[config.mk]
export PLATFORM = sky130hd
export DESIGN_NAME = ppe_phy_ctrl
export DESIGN_NICKNAME = d
export VERILOG_FILES = /design/src/ppe_pkg.sv /design/src/ppe_encoder.sv /design/src/ppe_phy_ctrl.sv /design/src/ppe_slipper.sv
export VERILOG_INCLUDE_DIRS = /design/src /design/src/src
export SDC_FILE = /design/constraint.sdc
export NUM_CORES = 1
export LEC_CHECK = 0
export BUFFER_PORTS_ARGS = -buffer_cell sky130_fd_sc_hd__buf_2
export CAP_MARGIN = 30
export CORE_MARGIN = 2
export CORE_UTILIZATION = 50
export DETAILED_ROUTE_END_ITERATION = 8
export HOLD_SLACK_MARGIN = 0.12
export PLACE_DENSITY = 0.75
export SYNTH_ARGS = -nofsm -noshare
export SYNTH_HDL_FRONTEND = slang
export SYNTH_SLANG_ARGS = --single-unit
[constraint.sdc]
create_clock -name clk_sys_in -period 7.68 [get_ports clk_sys_in]
set_clock_uncertainty 0.1 [all_clocks]
set_input_delay 1.536 -clock clk_sys_in [delete_from_list [all_inputs] [get_ports clk_sys_in]]
set_output_delay 1.536 -clock clk_sys_in [all_outputs]
set_load 0.02 [all_outputs]
[src/ppe_params.svh]
/*
  Timing counts, code points and field widths for the PHY control block.
  Assumes it is included by bare name into the package and the design modules.
*/
`ifndef PPE_PARAMS_SVH
`define PPE_PARAMS_SVH

`define PPE_CLK_MHZ 25
`define PPE_DET_TIME_NS 1000
`define PPE_DET_CYCLES ((`PPE_DET_TIME_NS * `PPE_CLK_MHZ) / 1000)
`define PPE_PWR_TIME_NS 400
`define PPE_PWR_CYCLES ((`PPE_PWR_TIME_NS * `PPE_CLK_MHZ) / 1000)
`define PPE_CNT_W 8
`define PPE_RECFG_W 4
`define PPE_SLIP_W 4
`define PPE_SLIP_MAX 4'h9
`define PPE_WORD_W 10
`define PPE_BYTE_W 8

`define PPE_PD_P0 2'h0
`define PPE_PD_P0S 2'h1
`define PPE_PD_P1 2'h2
`define PPE_PD_P2 2'h3

`define PPE_RS_OK 3'h0
`define PPE_RS_SKP_ADD 3'h1
`define PPE_RS_SKP_DEL 3'h2
`define PPE_RS_RX_DET 3'h3
`define PPE_RS_DEC_ERR 3'h4
`define PPE_RS_OVFL 3'h5
`define PPE_RS_UNFL 3'h6
`define PPE_RS_DISP_ERR 3'h7

`define PPE_K28_5 8'hBC
`define PPE_IDLE_WORD 10'h000

`endif

[src/ppe_pkg.sv]
/*
  Types shared by the PHY control block: power states, status codes and
  the packed carriers for transmit controls and receive results.
  Assumes ppe_params.svh is on the include path.
*/
`include "ppe_params.svh"

package ppe_pkg;

  typedef enum logic [1:0] {
    PPE_P0 = `PPE_PD_P0,
    PPE_P0S = `PPE_PD_P0S,
    PPE_P1 = `PPE_PD_P1,
    PPE_P2 = `PPE_PD_P2
  } ppe_pwr_e;

  typedef logic [2:0] ppe_rxstat_t;

  typedef struct packed {
    logic [`PPE_BYTE_W-1:0] data;
    logic ctrl;
    logic force_disp;
    logic disp_val;
    logic compliance;
  } ppe_tx_s;

  typedef struct packed {
    logic [`PPE_BYTE_W-1:0] data;
    logic ctrl;
    logic code_err;
    logic disp_err;
  } ppe_rx_s;

endpackage

[src/ppe_encoder.sv]
/*
  Registered 8b/10b encoder with control/data select, forced starting
  disparity and compliance disparity. One word per clock.
  Assumes inputs synchronous to clk_sys_in and an already synced reset.
*/
`include "ppe_params.svh"

module ppe_encoder (
  input wire logic clk_sys_in,
  input wire logic rst_n_in,
  input wire ppe_pkg::ppe_tx_s tx_in,
  output logic [`PPE_WORD_W-1:0] word_out,
  output logic rd_neg_out
);
  import ppe_pkg::*;

  logic rd_neg_reg;
  logic [`PPE_WORD_W-1:0] word_reg;
  wire [4:0] x5 = tx_in.data[4:0];
  wire [2:0] y3 = tx_in.data[7:5];
  // starting disparity: compliance forces negative, else a forced value wins over running disparity
  wire start_neg = tx_in.compliance ? 1'b1 : (tx_in.force_disp ? tx_in.disp_val : rd_neg_reg);
  logic [5:0] b6;
  logic [3:0] b4;
  logic b6_bal;
  logic b4_bal;
  logic mid_neg;
  logic alt7;

  // 5b/6b table, rd-negative form; balanced codes other than D.7 do not flip
  always_comb begin
    b6 = 6'h00;
    unique case (x5)
      5'h00: b6 = 6'h27; 5'h01: b6 = 6'h1D; 5'h02: b6 = 6'h2D; 5'h03: b6 = 6'h31;
      5'h04: b6 = 6'h35; 5'h05: b6 = 6'h29; 5'h06: b6 = 6'h19; 5'h07: b6 = 6'h38;
      5'h08: b6 = 6'h39; 5'h09: b6 = 6'h25; 5'h0A: b6 = 6'h15; 5'h0B: b6 = 6'h34;
      5'h0C: b6 = 6'h0D; 5'h0D: b6 = 6'h2C; 5'h0E: b6 = 6'h1C; 5'h0F: b6 = 6'h17;
      5'h10: b6 = 6'h1B; 5'h11: b6 = 6'h23; 5'h12: b6 = 6'h13; 5'h13: b6 = 6'h32;
      5'h14: b6 = 6'h0B; 5'h15: b6 = 6'h2A; 5'h16: b6 = 6'h1A; 5'h17: b6 = 6'h3A;
      5'h18: b6 = 6'h33; 5'h19: b6 = 6'h26; 5'h1A: b6 = 6'h16; 5'h1B: b6 = 6'h36;
      5'h1C: b6 = 6'h0E; 5'h1D: b6 = 6'h2E; 5'h1E: b6 = 6'h1E; 5'h1F: b6 = 6'h2B;
    endcase
    if (tx_in.ctrl && x5 == 5'h1C) begin
      b6 = 6'h0F;
    end
  end

  always_comb begin
    b6_bal = ($countones(b6) == 3);
    mid_neg = b6_bal ? start_neg : !start_neg;
    alt7 = tx_in.ctrl ||
      (mid_neg ? (x5 == 5'h11 || x5 == 5'h12 || x5 == 5'h14) : (x5 == 5'h0B || x5 == 5'h0D || x5 == 5'h0E));
    b4 = 4'h0;
    unique case (y3)
      3'h0: b4 = 4'hB; 3'h1: b4 = 4'h9; 3'h2: b4 = 4'h5; 3'h3: b4 = 4'hC;
      3'h4: b4 = 4'hD; 3'h5: b4 = 4'hA; 3'h6: b4 = 4'h6; 3'h7: b4 = alt7 ? 4'h7 : 4'hE;
    endcase
    if (tx_in.ctrl && (y3 == 3'h1 || y3 == 3'h2 || y3 == 3'h5 || y3 == 3'h6)) begin
      b4 = ~b4;
    end
    b4_bal = ($countones(b4) == 2);
  end

  // D.7 and x.3 are neutral yet have two forms; K codes always follow running disparity in the 4b group, balanced K 6b groups are kept
  wire b6_keep = b6_bal && !(x5 == 5'h07 && !tx_in.ctrl);
  wire b4_keep = b4_bal && (y3 != 3'h3) && !tx_in.ctrl;
  wire [5:0] b6_out = (start_neg || b6_keep) ? b6 : ~b6;
  wire [3:0] b4_out = (mid_neg || b4_keep) ? b4 : ~b4;
  wire end_neg = b4_bal ? mid_neg : !mid_neg;

  always_ff @(posedge clk_sys_in or negedge rst_n_in) begin
    if (!rst_n_in) begin
      rd_neg_reg <= 1'b1;
      word_reg <= `PPE_IDLE_WORD;
    end else begin
      rd_neg_reg <= end_neg;
      word_reg <= {b6_out, b4_out};
    end
  end

  assign word_out = word_reg;
  assign rd_neg_out = rd_neg_reg;
endmodule

[src/ppe_phy_ctrl.sv]
/*
  Per-channel transceiver control: transmit encoder path and PIPE-style
  PHY controls (power states, receiver detect, loopback, electrical idle,
  receive status and valid). All ports but rst_n_in synchronous to clk_sys_in; the reset is synchronized inside.
  Assumes analog blocks (receiver detect comparator, signal detect, idle
  inference, elastic buffer, decoder) report their results on plain inputs.
*/
`include "ppe_params.svh"

module ppe_phy_ctrl (
  input wire logic clk_sys_in,
  input wire logic rst_n_in,
  input wire ppe_pkg::ppe_tx_s tx_in,
  input wire logic [`PPE_SLIP_W-1:0] tx_slip_in,
  input wire logic tx_invert_in,
  input wire logic pcie_mode_in,
  input wire logic receive_polarity_invert_in,
  input wire logic [1:0] power_state_in,
  input wire logic detect_loop_in,
  input wire logic force_idle_in,
  input wire logic infer_en_in,
  input wire logic infer_idle_in,
  input wire logic signal_detect_in,
  input wire logic rx_present_in,
  input wire logic [`PPE_WORD_W-1:0] rx_word_in,
  input wire ppe_pkg::ppe_rx_s rx_dec_in,
  input wire logic rx_dec_valid_in,
  input wire logic skip_add_in,
  input wire logic skip_del_in,
  input wire logic ebuf_ovfl_in,
  input wire logic ebuf_unfl_in,
  input wire logic [`PPE_RECFG_W-1:0] reconfig_cmd_in,
  output logic [`PPE_WORD_W-1:0] tx_word_out,
  output logic tx_elec_idle_out,
  output logic rx_detect_active_out,
  output logic loopback_out,
  output logic [`PPE_WORD_W-1:0] rx_dec_word_out,
  output logic offset_cal_fixed_out,
  output logic [`PPE_RECFG_W-1:0] reconfig_out,
  output logic rx_elec_idle_out,
  output logic phy_status_out,
  output ppe_pkg::ppe_rxstat_t rx_status_out,
  output ppe_pkg::ppe_rx_s rx_data_out,
  output logic rx_valid_out
);
  import ppe_pkg::*;

  typedef enum logic [1:0] {ST_IDLE, ST_DETECT, ST_PWR} ppe_st_e;

  logic rst_s1_reg;
  logic rst_s2_reg;
  wire rst_n = rst_s2_reg;

  always_ff @(posedge clk_sys_in or negedge rst_n_in) begin
    if (!rst_n_in) begin
      rst_s1_reg <= 1'b0;
      rst_s2_reg <= 1'b0;
    end else begin
      rst_s1_reg <= 1'b1;
      rst_s2_reg <= rst_s1_reg;
    end
  end

  // transmit path
  logic [`PPE_WORD_W-1:0] enc_word;
  ppe_encoder u_enc (
    .clk_sys_in(clk_sys_in),
    .rst_n_in(rst_n),
    .tx_in(tx_in),
    .word_out(enc_word),
    .rd_neg_out()
  );

  logic force_idle_reg;
  ppe_slipper u_slip (
    .clk_sys_in(clk_sys_in),
    .rst_n_in(rst_n),
    .word_in(enc_word),
    .slip_in(tx_slip_in),
    .invert_in(tx_invert_in),
    .idle_in(force_idle_reg),
    .word_out(tx_word_out)
  );

  // power and detect control
  ppe_pwr_e pwr_reg;
  ppe_st_e st_reg;
  ppe_st_e st_next;
  logic [`PPE_CNT_W-1:0] cnt_reg;
  logic [`PPE_CNT_W-1:0] cnt_next;
  logic det_prev_reg;
  logic det_result_reg;
  logic phy_status_reg;
  logic loop_reg;
  logic det_active_reg;

  wire ppe_pwr_e pwr_req = ppe_pwr_e'(power_state_in);
  wire det_rise = detect_loop_in && !det_prev_reg;
  wire det_start = det_rise && pwr_reg == PPE_P1 && force_idle_in && st_reg == ST_IDLE;
  wire pwr_change = pwr_req != pwr_reg && st_reg == ST_IDLE;
  wire cnt_done = cnt_reg == `PPE_CNT_W'(1);
  wire finish = st_reg != ST_IDLE && cnt_done;
  wire det_end = st_reg == ST_DETECT && cnt_done;

  always_comb begin
    st_next = st_reg;
    cnt_next = (cnt_reg != '0) ? cnt_reg - `PPE_CNT_W'(1) : cnt_reg;
    unique case (st_reg)
      ST_IDLE: begin
        if (det_start) begin
          st_next = ST_DETECT;
          cnt_next = `PPE_CNT_W'(`PPE_DET_CYCLES);
        end else if (pwr_change) begin
          st_next = ST_PWR;
          cnt_next = `PPE_CNT_W'(`PPE_PWR_CYCLES);
        end
      end
      ST_DETECT, ST_PWR: begin
        if (cnt_done) begin
          st_next = ST_IDLE;
        end
      end
    endcase
  end

  always_ff @(posedge clk_sys_in or negedge rst_n) begin
    if (!rst_n) begin
      st_reg <= ST_IDLE;
      cnt_reg <= '0;
    end else begin
      st_reg <= st_next;
      cnt_reg <= cnt_next;
    end
  end

  // a request that collides with a detect start waits for the next idle cycle
  always_ff @(posedge clk_sys_in or negedge rst_n) begin
    if (!rst_n) begin
      pwr_reg <= PPE_P2;
      det_prev_reg <= 1'b0;
    end else begin
      det_prev_reg <= detect_loop_in;
      if (pwr_change && !det_start) begin
        pwr_reg <= pwr_req;
      end
    end
  end

  // result holds until the controller drops detect, then status falls back
  always_ff @(posedge clk_sys_in or negedge rst_n) begin
    if (!rst_n) begin
      det_result_reg <= 1'b0;
    end else if (det_end) begin
      det_result_reg <= rx_present_in;
    end else if (!detect_loop_in) begin
      det_result_reg <= 1'b0;
    end
  end

  always_ff @(posedge clk_sys_in or negedge rst_n) begin
    if (!rst_n) begin
      phy_status_reg <= 1'b0;
      loop_reg <= 1'b0;
      det_active_reg <= 1'b0;
      force_idle_reg <= 1'b1;
    end else begin
      phy_status_reg <= finish;
      det_active_reg <= st_next == ST_DETECT;
      loop_reg <= detect_loop_in && pwr_reg == PPE_P0 && !force_idle_in;
      force_idle_reg <= force_idle_in;
    end
  end

  assign phy_status_out = phy_status_reg;
  assign loopback_out = loop_reg;
  assign rx_detect_active_out = det_active_reg;
  assign tx_elec_idle_out = force_idle_reg;

  // receive side
  wire [`PPE_WORD_W-1:0] rx_pol = (pcie_mode_in && receive_polarity_invert_in) ? ~rx_word_in : rx_word_in;
  wire idle_ind = infer_en_in ? infer_idle_in : !signal_detect_in;
  // detect result wins so the controller sees it with the status pulse
  wire ppe_rxstat_t stat_sel =
    (det_result_reg || (det_end && rx_present_in)) ? `PPE_RS_RX_DET :
    rx_dec_in.code_err ? `PPE_RS_DEC_ERR :
    ebuf_ovfl_in ? `PPE_RS_OVFL :
    ebuf_unfl_in ? `PPE_RS_UNFL :
    rx_dec_in.disp_err ? `PPE_RS_DISP_ERR :
    skip_add_in ? `PPE_RS_SKP_ADD :
    skip_del_in ? `PPE_RS_SKP_DEL : `PPE_RS_OK;

  logic [`PPE_WORD_W-1:0] rx_word_reg;
  logic idle_reg;
  ppe_rxstat_t stat_reg;
  ppe_rx_s rx_reg;
  logic valid_reg;
  logic offset_reg;
  logic [`PPE_RECFG_W-1:0] recfg_reg;

  always_ff @(posedge clk_sys_in or negedge rst_n) begin
    if (!rst_n) begin
      rx_word_reg <= `PPE_IDLE_WORD;
      idle_reg <= 1'b1;
      stat_reg <= `PPE_RS_OK;
    end else begin
      rx_word_reg <= rx_pol;
      idle_reg <= idle_ind;
      stat_reg <= stat_sel;
    end
  end

  // data keeps its last valid word so a late reader still sees it
  always_ff @(posedge clk_sys_in or negedge rst_n) begin
    if (!rst_n) begin
      rx_reg <= '0;
      valid_reg <= 1'b0;
    end else begin
      rx_reg <= rx_dec_valid_in ? rx_dec_in : rx_reg;
      valid_reg <= rx_dec_valid_in;
    end
  end

  always_ff @(posedge clk_sys_in or negedge rst_n) begin
    if (!rst_n) begin
      offset_reg <= 1'b0;
      recfg_reg <= '0;
    end else begin
      offset_reg <= pcie_mode_in;
      recfg_reg <= reconfig_cmd_in;
    end
  end

  assign rx_dec_word_out = rx_word_reg;
  assign rx_elec_idle_out = idle_reg;
  assign rx_status_out = stat_reg;
  assign rx_data_out = rx_reg;
  assign rx_valid_out = valid_reg;
  assign offset_cal_fixed_out = offset_reg;
  assign reconfig_out = recfg_reg;
endmodule

[src/ppe_slipper.sv]
/*
  Transmit bit slip and polarity inversion stage in front of the serializer.
  Assumes a synced reset; slip select changes between words only.
*/
`include "ppe_params.svh"

module ppe_slipper (
  input wire logic clk_sys_in,
  input wire logic rst_n_in,
  input wire logic [`PPE_WORD_W-1:0] word_in,
  input wire logic [`PPE_SLIP_W-1:0] slip_in,
  input wire logic invert_in,
  input wire logic idle_in,
  output logic [`PPE_WORD_W-1:0] word_out
);
  import ppe_pkg::*;

  logic [`PPE_WORD_W-1:0] prev_reg;
  logic [`PPE_WORD_W-1:0] out_reg;
  logic [2*`PPE_WORD_W-1:0] pair;
  wire [`PPE_SLIP_W-1:0] slip_lim = (slip_in > `PPE_SLIP_MAX) ? `PPE_SLIP_MAX : slip_in;
  // slip advances the stream by n bits against slip 0, using the previous word's tail
  assign pair = {word_in, prev_reg} >> slip_lim;
  wire [`PPE_WORD_W-1:0] slipped = pair[`PPE_WORD_W-1:0];
  wire [`PPE_WORD_W-1:0] polar = invert_in ? ~slipped : slipped;

  always_ff @(posedge clk_sys_in or negedge rst_n_in) begin
    if (!rst_n_in) begin
      prev_reg <= `PPE_IDLE_WORD;
      out_reg <= `PPE_IDLE_WORD;
    end else begin
      prev_reg <= word_in;
      out_reg <= idle_in ? `PPE_IDLE_WORD : polar;
    end
  end

  assign word_out = out_reg;
endmodule

**Yosys cells after proc, flatten, opt, wreduce, memory -nomap -nowiden**

Memory sizes are Yosys's and may differ from the RTL's.
Index checks and enable logic that the tools add are counted.

- Register bits after elaboration: 82
- Bits in read-only memories: 192
- Memories kept: 1
- Input bits: 59
- Logic and storage cells: 143
- Output and inout port bits: 45

- $add $sub $neg: 9
- $lt $le $gt $ge: 1
- Eq/ne operators: 25
- Shifts and indexed selects: 1
- Muxes and demuxes: 33
- Reductions and logical operators: 43
- Bitwise operators: 5

Memories:

| name | words | width | read ports | clocked after Yosys merged registers in | write ports | line | source |
|---|---|---|---|---|---|---|---|
| (name not given) | 32 | 6 | 1 | 0 | 0 | ppe_encoder.sv:33 | `unique case (x5)` |

Operator list:

| cell | number |
|---|---|
| adder 32 bit | 3 |
| == test 32 x 3 -> 1 bit (second input constant) | 2 |
| 2-to-1 mux 8 bit | 4 |
| one-hot mux 4 bit (8 select lines) | 1 |
| 2-to-1 mux 10 bit | 3 |
| == test 5 bit (second input constant) | 4 |
| NOT 10 bit | 2 |
| >> shifter 20 x 4 -> 10 bit | 1 |
| logical AND 1 bit | 18 |
| 2-to-1 mux 4 bit | 4 |
| == test 5 x 4 -> 1 bit (second input constant) | 3 |
| 2-to-1 mux 3 bit | 5 |
| == test 3 bit (second input constant) | 4 |
| 2-to-1 mux 6 bit | 2 |
| logical OR 1 bit | 11 |
| adder 1 x 1 -> 2 bit | 5 |
| 2-to-1 mux 2 bit | 5 |
| == test 8 x 1 -> 1 bit (second input constant) | 1 |
| zero test 1 bit | 8 |
| 2-to-1 mux 1 bit | 8 |
| NOT 4 bit | 2 |
| nonzero test 8 bit | 1 |
| subtractor 8 x 1 -> 8 bit (second input constant) | 1 |
| == test 3 x 2 -> 1 bit (second input constant) | 2 |
| other kinds (14) | 17 |

**Longest topological paths before layout**

Gate-level depths: netlist of run 1.

- Depth in word-level cells: 21
- Gate-level depth with buffers: 21
- Depth with buffers taken out: 21

**Cells and area by module**

From an unflattened synthesis of run 1, not the netlist that was laid out.

- Cells, all modules: 405
- Area, all modules: 4570.6 µm²

Modules (own cells, without submodules):

| module | instances | area an instance (µm²) | cells an instance |
|---|---|---|---|
| ppe_phy_ctrl | 1 | 2016.9 | 148 |
| ppe_slipper | 1 | 1426.4 | 130 |
| ppe_encoder | 1 | 1127.3 | 127 |

**Worst setup path before layout of run 1**

No wires, ideal clock.

- Path type: in2reg
- From: input tx_in[5] in the netlist's numbering
- To: register u_enc.word_reg[0] (netlist: u_enc.word_out[0])
- Arrival: 6103 ps
- Slack: 1395 ps
- Setup time: 82 ps
- Cell stages on the path: 20
- Cell sequence: inv_1 > ha_1 > nand2b_1 > a21oi_1 > a31oi_1 > nor2_1 > a311oi_1 > ha_1 > fa_1 > ha_1 > and4bb_2 > xnor2_1 > mux2i_1 > a31o_2 > ha_1 > ha_1 > fa_1 > nand2_1 > o31ai_1 > xnor2_1

- Longest elaborated chain between the ends: 21
- Elaborated cells on any way between the ends: 36
- Those cells by class: 8 x add/sub; 9 x eq/ne; 7 x mux; 2 x bitwise; 9 x reduce/logical; 1 x memory

RTL lines:

| what | line | source |
|---|---|---|
| start, declared | ppe_phy_ctrl.sv:13 | `input wire ppe_pkg::ppe_tx_s tx_in,` |
| parallel branches: the longest is 20 deep, another holds adder 32 bit | -- |  |
| 2-to-1 mux 4 bit (*) | ppe_encoder.sv:68 | `wire [3:0] b4_out = (mid_neg \|\| b4_keep) ? b4 : ~b4;` |
| named net u_enc.b4_out[0] | ppe_encoder.sv:68 |  |
| end signal, assigned | ppe_encoder.sv:74 | `` word_reg <= `PPE_IDLE_WORD; `` |
| end signal, assigned | ppe_encoder.sv:77 | `word_reg <= {b6_out, b4_out};` |
| end, declared | ppe_encoder.sv:18 | `` logic [`PPE_WORD_W-1:0] word_reg; `` |

Mark *: on every way through the listed nets, which the timed path passes.
A chain may end at the register's enable or synchronous reset.

**Worst setup path in the final report of run 1**

- From: input tx_in[5] in the netlist's numbering
- To: register u_enc.word_reg[2] (netlist: u_enc.word_out[2])

- Longest elaborated chain between the ends: 21
- Elaborated cells on any way between the ends: 35
- Those cells by class: 8 x add/sub; 9 x eq/ne; 7 x mux; 1 x bitwise; 9 x reduce/logical; 1 x memory

RTL lines:

| what | line |
|---|---|
| parallel branches: the longest is 19 deep, another holds adder 32 bit | -- |
| logical OR 1 bit (*) | ppe_encoder.sv:68 |
| 2-to-1 mux 4 bit (*) | ppe_encoder.sv:68 |
| named net u_enc.b4_out[2] | ppe_encoder.sv:68 |

Marks and branches as above.

==> run summary, run 1 <==
Post-synthesis instance total = 408
I/O pin cnt = 104
Core area = 0.00876 sq mm
Slowest CP cell = o31ai_1
Largest net degree at the start of global routing = 71
Largest register FFs = 11
Fill count = 741
Global-route wire length before repair = 15.5 mm
Seq/Total Area, Yosys = 45.5%
Min Tclk post-route = 6.60 ns
Final WL = 9.11 mm
RSZ-0062 raised after global routing = no
Placed Cells incl. Taps = 603
Detail Route Antenna Nets = 0
Post-CTS setup buffers = 0
CP most frequent cell = ha_1
Clk pwr share = 22.2%
CP Depth = 21
Util after Layout = 60.2%
CTS tree = yes
PortBufs = 103
Fmax = 151 MHz
Commonest non-fill, non-tap cells in the layout = buf_2, dfrtp_1, nand2_1
GP Congestion = 0.915
Max-cap viol count = 0
Clock slew at reported path FFs = 0.08 ns
Die area = 0.00981 sq mm
Switch Pwr = 512 uW
Cell family with most CP delay = adder cells
Drt pass-1 iters = 5
Worst Hold Class = reg -> async
Part of the cycle the worst path needs = 86.0%
Async S/R FF share, synth = 100%
Synth Register Bits = 82
Initial drt markers = 145
Syn Nets = 489
PwrDens = 270 mW/mm^2
Number of buffers and inverters on the critical path = 2
Most common cell after layout, fill and taps aside = buf_2
Slew margin rel. = 48.0%
Pwr Total = 1430 uW
CTS Buf Count = 9
Final hold violations = 0
Fin worst setup slack = 1.08 ns
Worst skew pair latency = 0.35 ns
H-tree Lvls = 3
Die X-Extent = 99.1 um
Worst-margin pin slew = 0.773 ns
Worst Setup End Kind = flop
Dominant synthesized flop cell = dfrtp_1
Average wire per standard cell = 14.7 um
Area delta synth->final = 16.7%
Initial antenna violation count = 0
Leak = 0.00243 uW
Via density = 5.51
Detailed-route DRC error count = 0
Starting Density = 51.6%
Sequential share of power = 43.9%
ANT cells = 0
Post-synth EDFFs = 0
R2R Setup Slk = 3.99 ns
Share of layout cells above drive strength 1 = 31.4%
Vias = 3416
Die H = 99.1 um
Clk Tree Root Cell = clkbuf_8
Via count of the first global-routing pass = 3337
Syn_area_per_cell = 11.1 sq um
Worst endpoint required time = 7.79 ns
Non-Filler Instances = 620
Setup WS pre-CTS = 0.697 ns
# setup viols final = 0
Max VDD drop = 0.000115 V
CP Launch Type = primary input
Switching share of power = 35.9%
Site Rows = 34
Post-DP HPWL = 6.89 mm
Area leader, netlist = dfrtp_1
Post-cts resize count = 0
Cell-internal power = 913 uW
RR Startpoint = u_enc.rd_neg_out
Max incr delay on CP = 0.64 ns
Post-synth cell types = 67
Syn Std Cell Area = 0.00452 sq mm
Setup_tns = 0 ns
FF-to-FF path depth = 11
CP Launch Point = tx_in[5]
Top cells by area, synth = dfrtp_1, xnor2_1, ha_1
Yosys top cell area share = 42.6%
TritonCTS Sinks = 82
Gr usage total = 19.5%
WP data arrival = 6.71 ns
Fin nets = 588
Synth warn = 0
WS Path Type = in -> reg
Setup crit end = u_enc.word_out[2]
Max-slew violations = 0
Status = complete, no violations
FF-to-FF End = u_enc.word_out[2]
Critical Path Fanout Max = 6
Logic pwr share = 34.0%
Buffer depth of the longest clock path = 2
Total grt overflow = 0
Critical path, cell by cell = buf_2 > inv_1 > ha_1 > nand2b_1 > a21oi_1 > a31oi_1 > nor2_1 > a311oi_1 > ha_1 > fa_1 > ha_1 > and4bb_2 > xnor2_1 > mux2i_1 > a31o_2 > ha_1 > ha_1 > fa_1 > nand2_1 > o31ai_1 > xnor2_1
kinds of logic after synthesis:
| kind of cell | after synthesis | share of synthesized area, % |
|---|---|---|
| and+or+nand+nor | 106 | 11.0 |
| AOI/OAI and AO/OA | 82 | 13.8 |
| DFF | 82 | 45.5 |
| muxes | 44 | 11.4 |
| xor gates and xnor gates | 37 | 7.17 |
| buffers and inverters | 34 | 4.46 |
| adders and majority gates | 22 | 6.59 |
| other | 1 | 0.0830 |
final cells by class:
cell class / count / area, sq um / area share, %
clock buffers: 9 / 124 / 2.35
clock inverters: 7 / 76.3 / 1.45
inverters: 17 / 65.1 / 1.23
multi-input cells: 292 / 2260 / 42.8
flip-flops and latches: 82 / 2060 / 39.1
well taps: 108 / 135 / 2.56
repair buffers: 105 / 553 / 10.5
synthesized netlist by cell type, drive strengths merged (2+ instances only):
cell type   n
a221oi      8
nor2       31
inv        16
xor2        2
fa          3
dfstp       5
nand3      10
nor4        2
mux2       19
a222oi      3
o221ai      4
nor3        5
nand2b      5
buf        13
a21boi      2
a22o        3
o211ai      3
dfrtp      77
a21oi      16
nand2      38
clkbuf      4
xnor2      35
a211oi      6
a31oi       3
mux4        3
and3        3
mux2i      22
o31ai       5
ha         19
nor2b       6
o21ai      18
worst min-delay path by stage:
stage                           start                 end  depth (start not counted)
global route                    rst_n    u_enc.rd_neg_out                          0
CTS                             rst_n    u_enc.rd_neg_out                          0
detailed placement              rst_n           st_reg[0]                          0
finish                          rst_n          pwr_reg[1]                          0
floorplan                  rst_s1_reg               rst_n                          0
global placement    u_enc.word_out[9]  u_slip.prev_reg[9]                          0
routing by layer:
metal / vias up / wire, um / GRT usage (%)
li1: 1651 / - / -
met1: 1652 / 3940 / 25.6
met2: 97 / 4570 / 32.0
met3: 16 / 404 / 3.55
met4: 0 / 191 / 7.90
met5: - / 0 / 0
stage by stage:
stage | area, sq um | hold WS [ns]
after floorplan | 4520 | 0.231
after global placement | 5040 | 0.232
after detailed placement | 5060 | 0.0743
after CTS | 5280 | 0.224
after global routing | 5280 | 0.217
final | 5280 | 0.219
power groups by stage:
stage / sequential, uW / combinational [uW] / clock (uW)
2_1_floorplan: 645 / 338 / 0
3_3_place_gp: 636 / 460 / 0
3_5_place_dp: 632 / 483 / 0
4_1_cts: 624 / 487 / 324
5_1_grt: 640 / 539 / 345
6_report: 625 / 484 / 316
timing repair:
item,4_1_cts,5_1_grt
endpoints found under the setup margin,0,0
hold buffers,1,0
hold endpoints to repair,7,0
No activity file was read; power rests on OpenSTA's default activity.
==> run 2, diff against run 1 <==
--- a/config.mk
+++ b/config.mk
@@ -10,9 +10,10 @@
 export CAP_MARGIN = 30
 export CORE_MARGIN = 2
 export CORE_UTILIZATION = 50
+export CTS_BUF_LIST = sky130_fd_sc_hd__clkbuf_4 sky130_fd_sc_hd__clkbuf_8
 export DETAILED_ROUTE_END_ITERATION = 8
 export HOLD_SLACK_MARGIN = 0.12
-export PLACE_DENSITY = 0.75
+export PLACE_DENSITY = 0.78
 export SYNTH_ARGS = -nofsm -noshare
 export SYNTH_HDL_FRONTEND = slang
 export SYNTH_SLANG_ARGS = --single-unit
==> constraint.sdc (replaced) <==
create_clock -name clk_sys_in -period 5.99 [get_ports clk_sys_in]
set_clock_uncertainty 0.1 [all_clocks]
set_input_delay 1.198 -clock clk_sys_in [delete_from_list [all_inputs] [get_ports clk_sys_in]]
set_output_delay 1.198 -clock clk_sys_in [all_outputs]
set_load 0.02 [all_outputs]
==> run 2 against run 1 <==
- sequential share of layout area hardly changed
- routed wire length up 2.4%
- register-to-register slack got worse by 1.2 ns
- highest routed layer unchanged
==> run summary, run 2 (synthesis gave the netlist of run 1 again) <==
Critical Path Fanout Max = 6 (unchanged)
WS Path Type = in -> reg
Area after DPL = 0.00506 sq mm (about the same)
Post-CTS setup buffers = 0 (unchanged)
Starting Density = 51.6% (unchanged)
Fmax = 176 MHz
Final hold violations = 0 (unchanged)
Worst-margin pin slew = 0.680 ns (-0.0932 ns)
WP data arrival = 5.85 ns (-0.86 ns)
Largest register FFs = 11 (unchanged)
Clock slew at reported path FFs = 0.08 ns (about the same)
Average wire per standard cell = 15.0 um (+2.1%)
Global-route wire length before repair = 15.3 mm (-1.2%)
TritonCTS Sinks = 82 (unchanged)
Core area = 0.00876 sq mm (unchanged)
Max VDD drop = 0.000138 V (+21%)
Commonest non-fill, non-tap cells in the layout = buf_2, dfrtp_1, nand2_1
PwrDens = 341 mW/mm^2 (+26%)
Initial drt markers = 224 (+54%)
Largest net degree at the start of global routing = 81 (+14%)
Worst Hold Class = reg -> async
Final WL = 9.33 mm (+2.4%)
Detailed-route DRC error count = 0 (unchanged)
Non-Filler Instances = 622 (+0.32%)
Via density = 5.52 (+0.12%)
Gr usage total = 19.3% (-0.19 points)
Detail Route Antenna Nets = 0 (unchanged)
Clk Tree Root Cell = clkbuf_8
CTS tree = yes
Status = complete, no violations
GP Congestion = 0.928 (+1.4%)
Finished Cell Area = 0.00527 sq mm (about the same)
Min Tclk post-route = 5.69 ns
Placed Cells incl. Taps = 605 (+0.33%)
Most common cell after layout, fill and taps aside = buf_2
Slew margin rel. = 54.3% (+6.2 points)
I/O pin cnt = 104 (unchanged)
Worst Setup End Kind = flop
H-tree Lvls = 3 (unchanged)
Via count of the first global-routing pass = 3305 (-0.96%)
Worst skew pair latency = 0.35 ns (about the same)
Initial antenna violation count = 0 (unchanged)
Part of the cycle the worst path needs = 95.0%
Hold_buf cts = 0 (-1)
Max-cap viol count = 0 (unchanged)
Max-slew violations = 0 (unchanged)
Fin nets = 590 (+0.34%)
Vias = 3431 (+0.44%)
Post-DP HPWL = 6.85 mm (-0.52%)
Drt pass-1 iters = 6 (+1)
Share of layout cells above drive strength 1 = 32.5% (+1.0 points)
Pwr Total = 1800 uW (+26%)
Die area = 0.00981 sq mm (unchanged)
CP Launch Type = primary input
CTS Buf Count = 9 (unchanged)
Total grt overflow = 0 (unchanged)
Site Rows = 34 (unchanged)
ANT cells = 0 (unchanged)
Area delta synth->final = 16.7% (about the same)
Die H = 99.1 um (unchanged)
Die X-Extent = 99.1 um (unchanged)
# setup viols final = 0 (unchanged)
Leak = 0.00243 uW (about the same)
Buffer depth of the longest clock path = 2 (unchanged)
Worst endpoint required time = 6.14 ns (-1.65 ns)
Min Hold Slack = 0.185 ns (-0.0343 ns)
PortBufs = 103 (unchanged)
## run 2: final cells by class
class                           count  area (sq um)
Timing Repair Buffer              107           558
Multi-Input combinational cell    292          2280
Tap cell                          108           135
Fill cell                         738          3490
Sequential cell                    82          2060
Clock buffer                       10           131
Inverter                           17          65.1
Clock inverter                      6          43.8
## run 2: routing by layer
metal  up-vias  wire (um)  global-route usage, %
met2        93       4870                   32.6
met4         0        157                   7.17
li1       1650          -                      -
met1      1673       3890                   24.5
met5         -          0                      0
met3        15        416                   3.97
## run 2: worst paths after layout
path                                  start                end  slack [ns]  depth (start not counted)
max                                tx_in[5]  u_enc.word_out[1]        0.30                         22
min                                   rst_n         cnt_reg[1]        0.18                          0
max reg2reg                u_enc.rd_neg_out  u_enc.word_out[1]        2.77                         12
min reg2reg                           rst_n         cnt_reg[1]        0.18                          0
max in group asynchronous             rst_n   rx_elec_idle_out        4.96                          1
min in group clk_sys_in          rst_s1_reg              rst_n        0.26                          0
## run 2: stage by stage
stage / util [%] / setup WS [ns] / setup TNS (ns)
2_1_floorplan: - / 0.0434 / 0
3_5_place_dp: 57.7 / -0.151 / -0.571
5_1_grt: 60.2 / -0.0102 / -0.0102
6_report: 60.2 / 0.297 / 0
3_3_place_gp: 57.7 / 0.0923 / 0
4_1_cts: 59.7 / 0.166 / 0
## run 2: timing repair
action,4_1_cts,5_1_grt
endpoints found under the hold margin,0,0
resized for setup,0,5
setup endpoints to repair,0,4
## run 2: power breakdown
part           internal, uW  leakage, uW  total [uW]  switching [uW]
logic                   302      0.00137         637             335
clock network           156    0.0000896         353             198
registers               687     0.000979         806             118
total                  1140      0.00243        1800             650
## run 2: critical path, stage by stage
cell and delay, ns:
buf_2 0.14, inv_1 0.11, ha_1 0.22, nand2b_1 0.10
a21oi_1 0.07, a31oi_1 0.15, nor2_1 0.06, a311oi_2 0.30
ha_1 0.31, fa_1 0.42, ha_1 0.28, and4bb_2 0.25
xnor2_2 0.18, mux2i_2 0.29, a31o_2 0.22, ha_1 0.23
ha_1 0.21, fa_1 0.48, nand2_1 0.08, o31ai_1 0.21
buf_4 0.19, xnor2_1 0.15
